==> src/rtl/comparator_event_sense_cfg.svh <==
// Offsets, field positions and reset values of the comparator event block.
// Assumes byte addresses on a 32-bit AXI4-Lite register bus.
`ifndef COMPARATOR_EVENT_SENSE_CFG_SVH
`define COMPARATOR_EVENT_SENSE_CFG_SVH

`define CES_STAT_OFF 8'h20
`define CES_CTRL_OFF 8'h24
`define CES_ISTAT_OFF 8'h28
`define CES_IMASK_OFF 8'h2C

`define CES_CTRL_RST 12'h000
`define CES_CTRL_WMASK 12'h8FE
`define CES_IRQ_RST 2'h0

`define CES_F_INV 1
`define CES_F_IRQ_SENSE_SELECT 2
`define CES_F_ILVL 4
`define CES_F_ADC_TRIGGER_SENSE_SELECT 5
`define CES_F_TLVL 7
`define CES_F_ADC_TRIGGER_OUTPUT_GATE 11
`define CES_F_OVAL 1

`define CES_RESP_OKAY 2'h0
`define CES_RESP_SLVERR 2'h2

`endif

==> src/rtl/comparator_event_sense_pkg.sv <==
// Types shared by the comparator event block and its sense units.
// Assumes nothing of its surroundings.
package comparator_event_sense_pkg;

	typedef enum logic [1:0] {
		SENSE_LEVEL = 2'h0,
		SENSE_FALL = 2'h1,
		SENSE_RISE = 2'h2,
		SENSE_EITHER = 2'h3
	} sense_mode_type;

endpackage

==> src/rtl/sense_if.sv <==
// Carrier between the top block and one event sense unit.
// Assumes the conditioned level and its previous value share one clock.
`timescale 1ns/1ps
interface sense_if;
	import comparator_event_sense_pkg::*;

	logic now_level;
	logic prev_level;
	sense_mode_type mode;
	logic active_level;
	logic event_hit;

	modport ctrl (
		output now_level,
		output prev_level,
		output mode,
		output active_level,
		input event_hit
	);

	modport unit (
		input now_level,
		input prev_level,
		input mode,
		input active_level,
		output event_hit
	);

endinterface

==> src/rtl/event_sense.sv <==
// One sense unit: level or edge qualification of the conditioned output.
// Assumes the previous level is the current one delayed by one clock.
`timescale 1ns/1ps
module event_sense
	import comparator_event_sense_pkg::*;
(
	sense_if.unit port
);

	wire rise_w = port.now_level & ~port.prev_level;
	wire fall_w = ~port.now_level & port.prev_level;
	wire level_w = (port.now_level == port.active_level);

	// Combinational on purpose: the top registers the result once
	assign port.event_hit = (port.mode == SENSE_LEVEL) ? level_w :
		(port.mode == SENSE_FALL) ? fall_w :
		(port.mode == SENSE_RISE) ? rise_w :
		(rise_w | fall_w);

endmodule

==> src/rtl/comparator_event_sense.sv <==
// Comparator output conditioning with interrupt and converter trigger.
// Assumes an AXI4-Lite master, one clock and a comparator level input.
`timescale 1ns/1ps
`include "comparator_event_sense_cfg.svh"
module comparator_event_sense
	import comparator_event_sense_pkg::*;
#(
	parameter int ADDR_W = 8
) (
	input wire logic core_clk_in,
	input wire logic rst_in,
	input wire logic comp_level_in,
	output logic adc_trigger_out,
	output logic irq_out,
	input wire logic [ADDR_W-1:0] s_axi_awaddr_in,
	input wire logic s_axi_awvalid_in,
	output logic s_axi_awready_out,
	input wire logic [31:0] s_axi_wdata_in,
	input wire logic [3:0] s_axi_wstrb_in,
	input wire logic s_axi_wvalid_in,
	output logic s_axi_wready_out,
	output logic [1:0] s_axi_bresp_out,
	output logic s_axi_bvalid_out,
	input wire logic s_axi_bready_in,
	input wire logic [ADDR_W-1:0] s_axi_araddr_in,
	input wire logic s_axi_arvalid_in,
	output logic s_axi_arready_out,
	output logic [31:0] s_axi_rdata_out,
	output logic [1:0] s_axi_rresp_out,
	output logic s_axi_rvalid_out,
	input wire logic s_axi_rready_in
);

	localparam int WA = ADDR_W - 2;

	logic [11:0] ctrl_q;
	logic [11:0] ctrl_d;
	logic [1:0] irq_status_q;
	logic [1:0] irq_status_d;
	logic [1:0] irq_mask_q;
	logic [1:0] irq_mask_d;
	logic sync1_q;
	logic sync2_q;
	logic cond_prev_q;
	logic adc_trigger_q;
	logic irq_q;

	logic aw_have_q;
	logic aw_have_d;
	logic [ADDR_W-1:0] aw_addr_q;
	logic w_have_q;
	logic w_have_d;
	logic [31:0] w_data_q;
	logic [3:0] w_strb_q;
	logic awready_q;
	logic wready_q;
	logic bvalid_q;
	logic bvalid_d;
	logic [1:0] bresp_q;
	logic arready_q;
	logic rvalid_q;
	logic rvalid_d;
	logic [31:0] rdata_q;
	logic [1:0] rresp_q;
	logic rd_ctrl_q;

	// Named control fields
	wire output_invert = ctrl_q[`CES_F_INV];
	wire [1:0] irq_sense_select = ctrl_q[`CES_F_IRQ_SENSE_SELECT +: 2];
	wire irq_level_value = ctrl_q[`CES_F_ILVL];
	wire [1:0] adc_trigger_sense_select = ctrl_q[`CES_F_ADC_TRIGGER_SENSE_SELECT +: 2];
	wire adc_trigger_level_value = ctrl_q[`CES_F_TLVL];
	wire adc_trigger_output_gate = ctrl_q[`CES_F_ADC_TRIGGER_OUTPUT_GATE];

	// Comparator conditioning
	wire cond_w = sync2_q ^ output_invert;
	wire rise_w = cond_w & ~cond_prev_q;
	wire fall_w = ~cond_w & cond_prev_q;

	always_ff @(posedge core_clk_in or posedge rst_in) begin
		if (rst_in) begin
			sync1_q <= 1'b0;
			sync2_q <= 1'b0;
			cond_prev_q <= 1'b0;
		end else begin
			sync1_q <= comp_level_in;
			sync2_q <= sync1_q;
			cond_prev_q <= cond_w;
		end
	end

	// Channel 0 is the interrupt path, channel 1 the converter trigger
	wire [1:0] mode_w [2];
	wire level_w [2];
	wire event_w [2];

	assign mode_w[0] = irq_sense_select;
	assign mode_w[1] = adc_trigger_sense_select;
	assign level_w[0] = irq_level_value;
	assign level_w[1] = adc_trigger_level_value;

	sense_if sif [2] ();

	genvar g;
	generate
		for (g = 0; g < 2; g++) begin : g_sense
			assign sif[g].now_level = cond_w;
			assign sif[g].prev_level = cond_prev_q;
			assign sif[g].mode = sense_mode_type'(mode_w[g]);
			assign sif[g].active_level = level_w[g];
			assign event_w[g] = sif[g].event_hit;
			event_sense u_sense (
				.port(sif[g].unit)
			);
		end
	endgenerate

	wire trig_fire_w = event_w[1] & adc_trigger_output_gate;
	wire [1:0] irq_set_w = {trig_fire_w, event_w[0]};

	// Write channel
	wire aw_take_w = s_axi_awvalid_in & awready_q;
	wire w_take_w = s_axi_wvalid_in & wready_q;
	wire do_write_w = aw_have_q & w_have_q & ~bvalid_q;
	wire [WA-1:0] aw_idx_w = aw_addr_q[ADDR_W-1:2];
	wire wr_stat_w = aw_idx_w == WA'(`CES_STAT_OFF >> 2);
	wire wr_ctrl_w = aw_idx_w == WA'(`CES_CTRL_OFF >> 2);
	wire wr_istat_w = aw_idx_w == WA'(`CES_ISTAT_OFF >> 2);
	wire wr_imask_w = aw_idx_w == WA'(`CES_IMASK_OFF >> 2);
	wire wr_hit_w = wr_stat_w | wr_ctrl_w | wr_istat_w | wr_imask_w;
	wire [31:0] bmask_w = {{8{w_strb_q[3]}}, {8{w_strb_q[2]}},
		{8{w_strb_q[1]}}, {8{w_strb_q[0]}}};
	wire [11:0] ctrl_wm_w = `CES_CTRL_WMASK & bmask_w[11:0];
	wire [1:0] irq_wm_w = w_data_q[1:0] & bmask_w[1:0];

	// Hardware set wins over a software clear in the same cycle
	wire [1:0] irq_clr_w = (do_write_w & wr_istat_w) ? irq_wm_w : 2'h0;

	assign ctrl_d = (do_write_w & wr_ctrl_w) ?
		((ctrl_q & ~ctrl_wm_w) | (w_data_q[11:0] & ctrl_wm_w)) : ctrl_q;
	assign irq_mask_d = (do_write_w & wr_imask_w) ?
		((irq_mask_q & ~bmask_w[1:0]) | irq_wm_w) : irq_mask_q;
	assign irq_status_d = (irq_status_q & ~irq_clr_w) | irq_set_w;
	assign aw_have_d = aw_take_w | (aw_have_q & ~do_write_w);
	assign w_have_d = w_take_w | (w_have_q & ~do_write_w);
	assign bvalid_d = do_write_w | (bvalid_q & ~s_axi_bready_in);

	// Read channel
	wire ar_take_w = s_axi_arvalid_in & arready_q;
	wire [WA-1:0] ar_idx_w = s_axi_araddr_in[ADDR_W-1:2];
	wire rd_stat_w = ar_idx_w == WA'(`CES_STAT_OFF >> 2);
	wire rd_ctrl_w = ar_idx_w == WA'(`CES_CTRL_OFF >> 2);
	wire rd_istat_w = ar_idx_w == WA'(`CES_ISTAT_OFF >> 2);
	wire rd_imask_w = ar_idx_w == WA'(`CES_IMASK_OFF >> 2);
	wire rd_hit_w = rd_stat_w | rd_ctrl_w | rd_istat_w | rd_imask_w;
	wire [31:0] stat_word_w = {{30{1'b0}}, sync2_q, 1'b0};
	wire [31:0] ctrl_word_w = {{20{1'b0}}, ctrl_q[11:1], 1'b0};
	wire [31:0] rd_word_w = rd_ctrl_w ? ctrl_word_w :
		rd_stat_w ? stat_word_w :
		rd_istat_w ? {{30{1'b0}}, irq_status_q} :
		rd_imask_w ? {{30{1'b0}}, irq_mask_q} : {32{1'b0}};
	assign rvalid_d = ar_take_w | (rvalid_q & ~s_axi_rready_in);

	always_ff @(posedge core_clk_in or posedge rst_in) begin
		if (rst_in) begin
			ctrl_q <= `CES_CTRL_RST;
			irq_status_q <= `CES_IRQ_RST;
			irq_mask_q <= `CES_IRQ_RST;
			adc_trigger_q <= 1'b0;
			irq_q <= 1'b0;
		end else begin
			ctrl_q <= ctrl_d;
			irq_status_q <= irq_status_d;
			irq_mask_q <= irq_mask_d;
			adc_trigger_q <= trig_fire_w;
			irq_q <= |(irq_status_q & irq_mask_q);
		end
	end

	always_ff @(posedge core_clk_in or posedge rst_in) begin
		if (rst_in) begin
			aw_have_q <= 1'b0;
			w_have_q <= 1'b0;
			awready_q <= 1'b0;
			wready_q <= 1'b0;
			bvalid_q <= 1'b0;
		end else begin
			aw_have_q <= aw_have_d;
			w_have_q <= w_have_d;
			awready_q <= ~aw_have_d;
			wready_q <= ~w_have_d;
			bvalid_q <= bvalid_d;
		end
	end

	always_ff @(posedge core_clk_in or posedge rst_in) begin
		if (rst_in) begin
			aw_addr_q <= '0;
			w_data_q <= 32'h0000_0000;
			w_strb_q <= 4'h0;
			bresp_q <= `CES_RESP_OKAY;
		end else begin
			if (aw_take_w) begin
				aw_addr_q <= s_axi_awaddr_in;
			end
			if (w_take_w) begin
				w_data_q <= s_axi_wdata_in;
				w_strb_q <= s_axi_wstrb_in;
			end
			if (do_write_w) begin
				bresp_q <= wr_hit_w ? `CES_RESP_OKAY : `CES_RESP_SLVERR;
			end
		end
	end

	always_ff @(posedge core_clk_in or posedge rst_in) begin
		if (rst_in) begin
			arready_q <= 1'b0;
			rvalid_q <= 1'b0;
			rdata_q <= 32'h0000_0000;
			rresp_q <= `CES_RESP_OKAY;
			rd_ctrl_q <= 1'b0;
		end else begin
			arready_q <= ~rvalid_d;
			rvalid_q <= rvalid_d;
			if (ar_take_w) begin
				rdata_q <= rd_word_w;
				rresp_q <= rd_hit_w ? `CES_RESP_OKAY : `CES_RESP_SLVERR;
				rd_ctrl_q <= rd_ctrl_w;
			end
		end
	end

	assign adc_trigger_out = adc_trigger_q;
	assign irq_out = irq_q;
	assign s_axi_awready_out = awready_q;
	assign s_axi_wready_out = wready_q;
	assign s_axi_bresp_out = bresp_q;
	assign s_axi_bvalid_out = bvalid_q;
	assign s_axi_arready_out = arready_q;
	assign s_axi_rdata_out = rdata_q;
	assign s_axi_rresp_out = rresp_q;
	assign s_axi_rvalid_out = rvalid_q;

	// Checks on the event paths and register behaviour

	a_trig_fall_edge: assert property (
		@(posedge core_clk_in) disable iff (rst_in)
		(adc_trigger_sense_select == 2'h1 && adc_trigger_output_gate
			&& cond_prev_q && !cond_w) |=> adc_trigger_out
	) else $error("falling edge did not trigger converter");

	a_trig_level_sense: assert property (
		@(posedge core_clk_in) disable iff (rst_in)
		(adc_trigger_sense_select == 2'h0 && adc_trigger_output_gate
			&& cond_w != adc_trigger_level_value) |=> !adc_trigger_out
	) else $error("trigger fired at inactive level");

	a_trig_level_hold: assert property (
		@(posedge core_clk_in) disable iff (rst_in)
		(adc_trigger_sense_select == 2'h0 && adc_trigger_output_gate
			&& cond_w == adc_trigger_level_value)[*3]
		|=> adc_trigger_out
	) else $error("trigger not held at active level");

	a_trig_gate_off: assert property (
		@(posedge core_clk_in) disable iff (rst_in)
		!adc_trigger_output_gate |=> !adc_trigger_out
	) else $error("trigger passed while gate off");

	a_irq_level_set: assert property (
		@(posedge core_clk_in) disable iff (rst_in)
		(irq_sense_select == 2'h0 && cond_w == irq_level_value
			&& irq_mask_d[0]) |=> irq_status_q[0] ##1 irq_out
	) else $error("level interrupt not raised");

	a_irq_rise_edge: assert property (
		@(posedge core_clk_in) disable iff (rst_in)
		(irq_sense_select == 2'h2 && rise_w) |=> irq_status_q[0]
	) else $error("rising edge did not set interrupt status");

	a_irq_edge_quiet: assert property (
		@(posedge core_clk_in) disable iff (rst_in)
		(irq_sense_select == 2'h2 && !rise_w && !irq_status_q[0]
			&& !irq_clr_w[0]) |=> !irq_status_q[0]
	) else $error("edge mode set status without an edge");

	a_invert_path: assert property (
		@(posedge core_clk_in) disable iff (rst_in)
		(output_invert && $stable(output_invert) && $rose(sync2_q))
		|-> (!cond_w && fall_w)
	) else $error("inverted input did not fall");

	a_rsvd_read_zero: assert property (
		@(posedge core_clk_in) disable iff (rst_in)
		(s_axi_rvalid_out && rd_ctrl_q) |-> (s_axi_rdata_out[0] == 1'b0)
	) else $error("reserved control bit read nonzero");

	a_reset_fields: assert property (
		@(posedge core_clk_in)
		rst_in |=> (ctrl_q == `CES_CTRL_RST)
	) else $error("control not cleared by reset");

	a_edge_one_pulse: assert property (
		@(posedge core_clk_in) disable iff (rst_in)
		(adc_trigger_sense_select == 2'h2 && adc_trigger_output_gate
			&& rise_w) ##1 (!rise_w && adc_trigger_sense_select == 2'h2)
		|=> !adc_trigger_out
	) else $error("edge trigger longer than one cycle");

	a_bresp_after_write: assert property (
		@(posedge core_clk_in) disable iff (rst_in)
		do_write_w |=> s_axi_bvalid_out
	) else $error("write response missing");

	a_trig_rise_edge: assert property (
		@(posedge core_clk_in) disable iff (rst_in)
		(adc_trigger_sense_select == 2'h2 && adc_trigger_output_gate
			&& rise_w) |=> adc_trigger_out
	) else $error("rising edge did not trigger converter");

	a_irq_fall_edge: assert property (
		@(posedge core_clk_in) disable iff (rst_in)
		(irq_sense_select == 2'h1 && fall_w) |=> irq_status_q[0]
	) else $error("falling edge did not set interrupt status");

	a_irq_level_sense: assert property (
		@(posedge core_clk_in) disable iff (rst_in)
		(irq_sense_select == 2'h0 && cond_w != irq_level_value
			&& !irq_status_q[0]) |=> !irq_status_q[0]
	) else $error("level interrupt set at inactive level");

	a_irq_mask_gate: assert property (
		@(posedge core_clk_in) disable iff (rst_in)
		((irq_status_q & irq_mask_q) == 2'h0) |=> !irq_out
	) else $error("interrupt raised with no unmasked status");

	// Sticky bit must survive a clear that lands on its own event
	a_set_beats_clear: assert property (
		@(posedge core_clk_in) disable iff (rst_in)
		(irq_set_w[0] && irq_clr_w[0]) |=> irq_status_q[0]
	) else $error("clear won over a same-cycle set");

endmodule

==> config.mk <==
export PLATFORM = sky130hd
export DESIGN_NAME = comparator_event_sense
export DESIGN_NICKNAME = d
export VERILOG_FILES = /design/src/rtl/comparator_event_sense_pkg.sv /design/src/rtl/sense_if.sv /design/src/rtl/event_sense.sv /design/src/rtl/comparator_event_sense.sv
export VERILOG_INCLUDE_DIRS = /design/src /design/src/rtl
export SDC_FILE = /design/constraint.sdc
export NUM_CORES = 1
export LEC_CHECK = 0
export ABC_AREA = 1
export BUFFER_PORTS_ARGS = -buffer_cell sky130_fd_sc_hd__buf_2
export CORE_ASPECT_RATIO = 1.2
export CORE_MARGIN = 2
export CORE_UTILIZATION = 48
export DETAILED_ROUTE_END_ITERATION = 10
export GPL_ROUTABILITY_DRIVEN = 1
export HOLD_SLACK_MARGIN = 0.06
export PLACE_DENSITY = 0.8
export SYNTH_ARGS = -nofsm -noshare
export SYNTH_HDL_FRONTEND = slang
export SYNTH_SLANG_ARGS = --single-unit
==> constraint.sdc <==
create_clock -name core_clk_in -period 2 [get_ports core_clk_in]
set_clock_uncertainty 0.05 [all_clocks]
set_input_delay 0.2 -clock core_clk_in [delete_from_list [all_inputs] [get_ports core_clk_in]]
set_output_delay 0.2 -clock core_clk_in [all_outputs]
set_load 0.01 [all_outputs]
# == Word level (Yosys, flattened, before mapping) ==
# Index checks and enable logic that the tools add are counted.
# totals
regBits,86
input_bits,60
output_inout_bits,43
elab_cells,99
# classes
n_eq_ne,14
muxes,13
bitwise,48
n_reduce_logical,3
# ops
op,count
$eq A6 B4 Y1 const B,8
$and A12 B12 Y12,2
$and A1 B1 Y1,15
$mux W12,1
$mux W2,6
$not A12 Y12,1
$or A12 B12 Y12,1
$or A1 B1 Y1,11
$not A1 Y1,9
$and A2 B2 Y2,4
$mux W1,6
$eq A2 B1 Y1 const B,2
$eq A2 B2 Y1 const B,2
$logic_not A2 Y1,2
$not A2 Y2,2
$or A2 B2 Y2,2
$eq A1 B1 Y1,2
$reduce_or A2 Y1,1
$xor A1 B1 Y1,1

# == Longest topological paths before layout ==
# depth
word_depth,9
depth_mapped,12
mapped_depth_nobuf,12

# == Cells and area by module ==
# From an unflattened synthesis, not the netlist that was laid out.
# hier_totals
hier_cells,306
area_unflattened_um2,2542.4
# modules_own_cells
mod,n_inst,cells_each,area_each_um2,seq_area_each_um2
comparator_event_sense,1,272,2372.3,1301.2
event_sense,2,17,85.1,0.0

# == Worst setup path before layout ==
# Ideal clock, no wire load.
# synth_timing
kind,reg-to-reg
start,reg (tool-made name)
end,reg irq_status_q[1]
setup_time_ps,119
arrival_time_ps,1215
required_ps,1831
slack_ps,615
stages_incl_launch_ff,10
n_path_buf,0
synth_period_minus_slack_ps,1385
path_cell_list,dfrtp_1 -> inv_1 -> nand2_1 -> nand2_1 -> ha_1 -> or2_2 -> nand2_1 -> nand2_1 -> nand3_1 -> nand2_1
# synth_lines
element,line,text
end signal: assignment,comparator_event_sense.sv:167,irq_status_q <= `CES_IRQ_RST;
end signal: assignment,comparator_event_sense.sv:173,irq_status_q <= irq_status_d;
end: declaration,comparator_event_sense.sv:38,logic [1:0] irq_status_q;

==> results.md <==
- Yosys reg bits: 52
- RSZ-0062 raised after global routing: false
- Number of antenna violations at the first check in global routing: 0
- Final critical path time including I/O delays and setup: roughly 1.6 ns
- FILL cells: about 450
- Data arrival time of the worst path: about 1.7 ns
- Clock edge transition at the registers on the reported setup and hold paths: 0.09 ns
- Router iterations before antenna repair: 5
- CTS Buffer Depth: 2
- Area of the multi-input gates: ~890 um^2
- Clock tree sinks: 52
- Ratio of cells with drive above 1 in the final layout: about a fifth
- Fin. max-slew vios: 0
- Clock tree root buffer cell: sky130_fd_sc_hd__clkbuf_8
- Maximum number of pins on one net before global-route repair: 53
- Uppermost layer routed: met4
- Avg Inst Size Synth: ~8.5 um^2
- Number of global-route vias before repair: ~1.8k
- Part of the cycle the worst path needs: between 70% and 80%
- Iteration-0 DRC count of the detailed router: 147
- Endpoint kind of the worst setup timing path: flip-flop
- Net total in the final layout: 422
- Aggregate global-route resource usage: ~17%
- Most area-consuming cells after synthesis: sky130_fd_sc_hd__dfrtp_1, sky130_fd_sc_hd__nand2_1, sky130_fd_sc_hd__buf_4
- Synth Area in Compound Gates: around 10%
- Sequential area share after synthesis: a little over half
- Fin worst setup slack: around 0.42 ns
- Core Box Area: slightly below 5000 um^2
- Reg area: 1300 um^2
- Cell Area, Synth: 2470 um^2
- Post-detail-place hpwl: 3210 um
- Proportion of netlist area held by the largest area contributor: between 50% and 60%
- Maximum VDD drop: between 0.8 and 0.9 mV
- Number of failing setup endpoints in the final timing report: 0
- Wire length of the first global-routing pass: approximately 7600 um
- Dominant combinational cell family by area after synthesis: simple AND/OR/NAND/NOR gates
- DRC violation count after routing: 0
- Count of instances resized after the clock tree is built: 0
- Worst min-delay path class: in -> reg
- Routed wl met3: 243 um
- Multiplexer share of the synthesized area: 0%
- Placer Congestion: a little over 0.7
- Post-Synth Simple-Gate Area: approximately a fifth
- Minimum setup slack after placement: 0.481 ns
- Relative slew margins: a little under three fifths
- Die W: about 70 um
- Antenna diode instance count: 0
- Routed via count: approximately 2k
- Detailed Route WL: about 4500 um
- Largest driver fanout on the critical path: 14
- Cts bufs inserted: 5
- Number of vias per cell: 4.61
- Leakage Power: 1.63 nW
- Run status: complete, no violations
- I/O pin cnt: around 100
- Clock tree from TritonCTS: done
- Clock latency at the later pin of the worst-skew pair: a little over 0.3 ns
- H-tree Lvls: 2
- Post-Synthesis Cells: 290
- Post-placement cell count: ~400
- Total of warnings raised by yosys: 0
- Req. time, crit path: approximately 2.2 ns
- Number of distinct library cells after synthesis: 25
- WL per Instance: roughly 11 um
- Power density normalized to cell area: around 1100 nW/um^2
- Antenna viol nets, final: 0
- Synth area leader: sky130_fd_sc_hd__dfrtp_1
- Reg2Reg Depth: 6
- Metal2 WL: roughly 2300 um
- Adder-cell area share of the yosys netlist: slightly above 1%
- Number of cells in the finished layout apart from fillers: between 400 and 500
- Timing-limited maximum frequency: between 0.6 and 0.7 GHz
- XOR/XNOR Fraction of Synth Area: 0%
- Routed met1 length: around 1900 um
- Critical Path Source Type: flip-flop
- Number of hold violations in the final report: 0
- Layout overhead on the synthesized area: 20.9%
- Die area: 5750 um^2
- Vertical extent of the die: around 83 um
- Rows: 28
- Class of the most critical setup path: reg -> reg
- Number of max-capacitance violations reported: 0
- Initial core utilization: 50.1%
- Worst Tran Pin Value: ~0.64 ns
- Number of cells traversed by the worst hold path: 3
- Setup_tns: 0 ns
- I/O Buffers: 48
- Sum of overflow across all layers after global routing: 0
[area by class of cell]
class | count | area share [%]
timing repair buffer | 69 | 14.9
multi-input combinational | 190 | 29.8
tap | 60 | 2.51
sequential | 52 | 43.5
inverter | 42 | 5.27
clock inverter | 2 | 1.30
clock buffer | 6 | 2.76
[power by group]
part           internal (W)  switching, W  total (W)
sequential          0.00137      0.000198    0.00156
clock              0.000409      0.000348   0.000757
combinational      0.000328      0.000596   0.000924
total               0.00210       0.00114    0.00325
[through the flow]
step                      utilization, %  total power [W]  instance area, um^2  hold WS (ns)
after detailed placement            54.3          0.00248                 2680         0.269
after CTS                           60.6          0.00327                 2990        0.0678
after floorplan                        -          0.00223                 2560         0.181
after global routing                60.6          0.00347                 2990        0.0620
after global placement              54.3          0.00242                 2680         0.271
final                               60.6          0.00325                 2990        0.0749
[timing repair]
item / 4_1_cts / 5_1_grt
hold endpoints to repair: 70 / 0
hold buffers: 19 / 0
setup buffers: 0 / 0
[cells by family after synthesis]
logic type | count (synthesis)
simple gates | 122
fa+ha+maj | 2
flops | 52
other cells | 1
buf+inv | 72
compound gates | 41
[worst max-delay path: stages (launching register included)]
cell and delay [ns]:
sky130_fd_sc_hd__dfrtp_1 0.40, sky130_fd_sc_hd__inv_1 0.07, sky130_fd_sc_hd__nand3_1 0.20, sky130_fd_sc_hd__inv_1 0.19, sky130_fd_sc_hd__nand3_2 0.30, sky130_fd_sc_hd__nand2_1 0.19
sky130_fd_sc_hd__o21ai_2 0.06
[cell usage after synthesis]
cell type and instances:
sky130_fd_sc_hd__ha_1 2, sky130_fd_sc_hd__nor2_1 13, sky130_fd_sc_hd__o21ai_2 7, sky130_fd_sc_hd__nor2b_1 1, sky130_fd_sc_hd__o31ai_1 6, sky130_fd_sc_hd__nor3_2 1
sky130_fd_sc_hd__clkbuf_1 4, sky130_fd_sc_hd__buf_4 25, sky130_fd_sc_hd__and3_1 1, sky130_fd_sc_hd__nor3_4 1, sky130_fd_sc_hd__inv_1 42, sky130_fd_sc_hd__a31oi_1 1
sky130_fd_sc_hd__conb_1 1, sky130_fd_sc_hd__nand2_2 1, sky130_fd_sc_hd__nand2_1 86, sky130_fd_sc_hd__nand3_1 9, sky130_fd_sc_hd__dfrtp_1 52, sky130_fd_sc_hd__nand4_1 3
sky130_fd_sc_hd__nor2_2 2, sky130_fd_sc_hd__nor3_1 1, sky130_fd_sc_hd__buf_6 1, sky130_fd_sc_hd__nand3_2 2, sky130_fd_sc_hd__or2_2 1, sky130_fd_sc_hd__o21ai_0 21
sky130_fd_sc_hd__a21oi_1 6
[cell usage in the layout, fill, tap and decap left out, types with 3 or more instances in the layout]
cell type	count
sky130_fd_sc_hd__dfrtp_1	52
sky130_fd_sc_hd__conb_1	25
sky130_fd_sc_hd__nand4_1	3
sky130_fd_sc_hd__buf_2	48
sky130_fd_sc_hd__o21ai_2	7
sky130_fd_sc_hd__nand3_1	9
sky130_fd_sc_hd__o21ai_0	21
sky130_fd_sc_hd__o31ai_1	6
sky130_fd_sc_hd__clkbuf_8	6
sky130_fd_sc_hd__nor2_1	13
sky130_fd_sc_hd__nand2_1	86
sky130_fd_sc_hd__dlygate4sd3_1	19
sky130_fd_sc_hd__a21oi_1	6
sky130_fd_sc_hd__inv_1	41
[per-layer routing]
layer	GRT usage, %	vias to the layer above
met4	7.06	0
met3	4.49	5
met2	30.5	58
met1	19.5	886
li1	-	993
met5	0	-
[final timing paths]
| check | start | end | slack, ns |
|---|---|---|---|
| setup / recovery | s_axi_bvalid_out$_DFF_PP0_ | flip-flop | 0.42 |
| max in group asynchronous | rst_in | aw_addr_q[7]$_DFFE_PP0P_ | 0.92 |
| hold / removal | s_axi_awaddr_in[6] | aw_addr_q[6]$_DFFE_PP0P_ | 0.07 |
| hold reg to reg | sync1_q$_DFF_PP0_ | sync2_q$_DFF_PP0_ | 0.32 |
| min in group asynchronous | rst_in | s_axi_rdata_out[1]$_DFFE_PP0P_ | 0.54 |
| setup reg to reg | s_axi_bvalid_out$_DFF_PP0_ | flip-flop | 0.42 |
(Power assumes the default switching activity.)
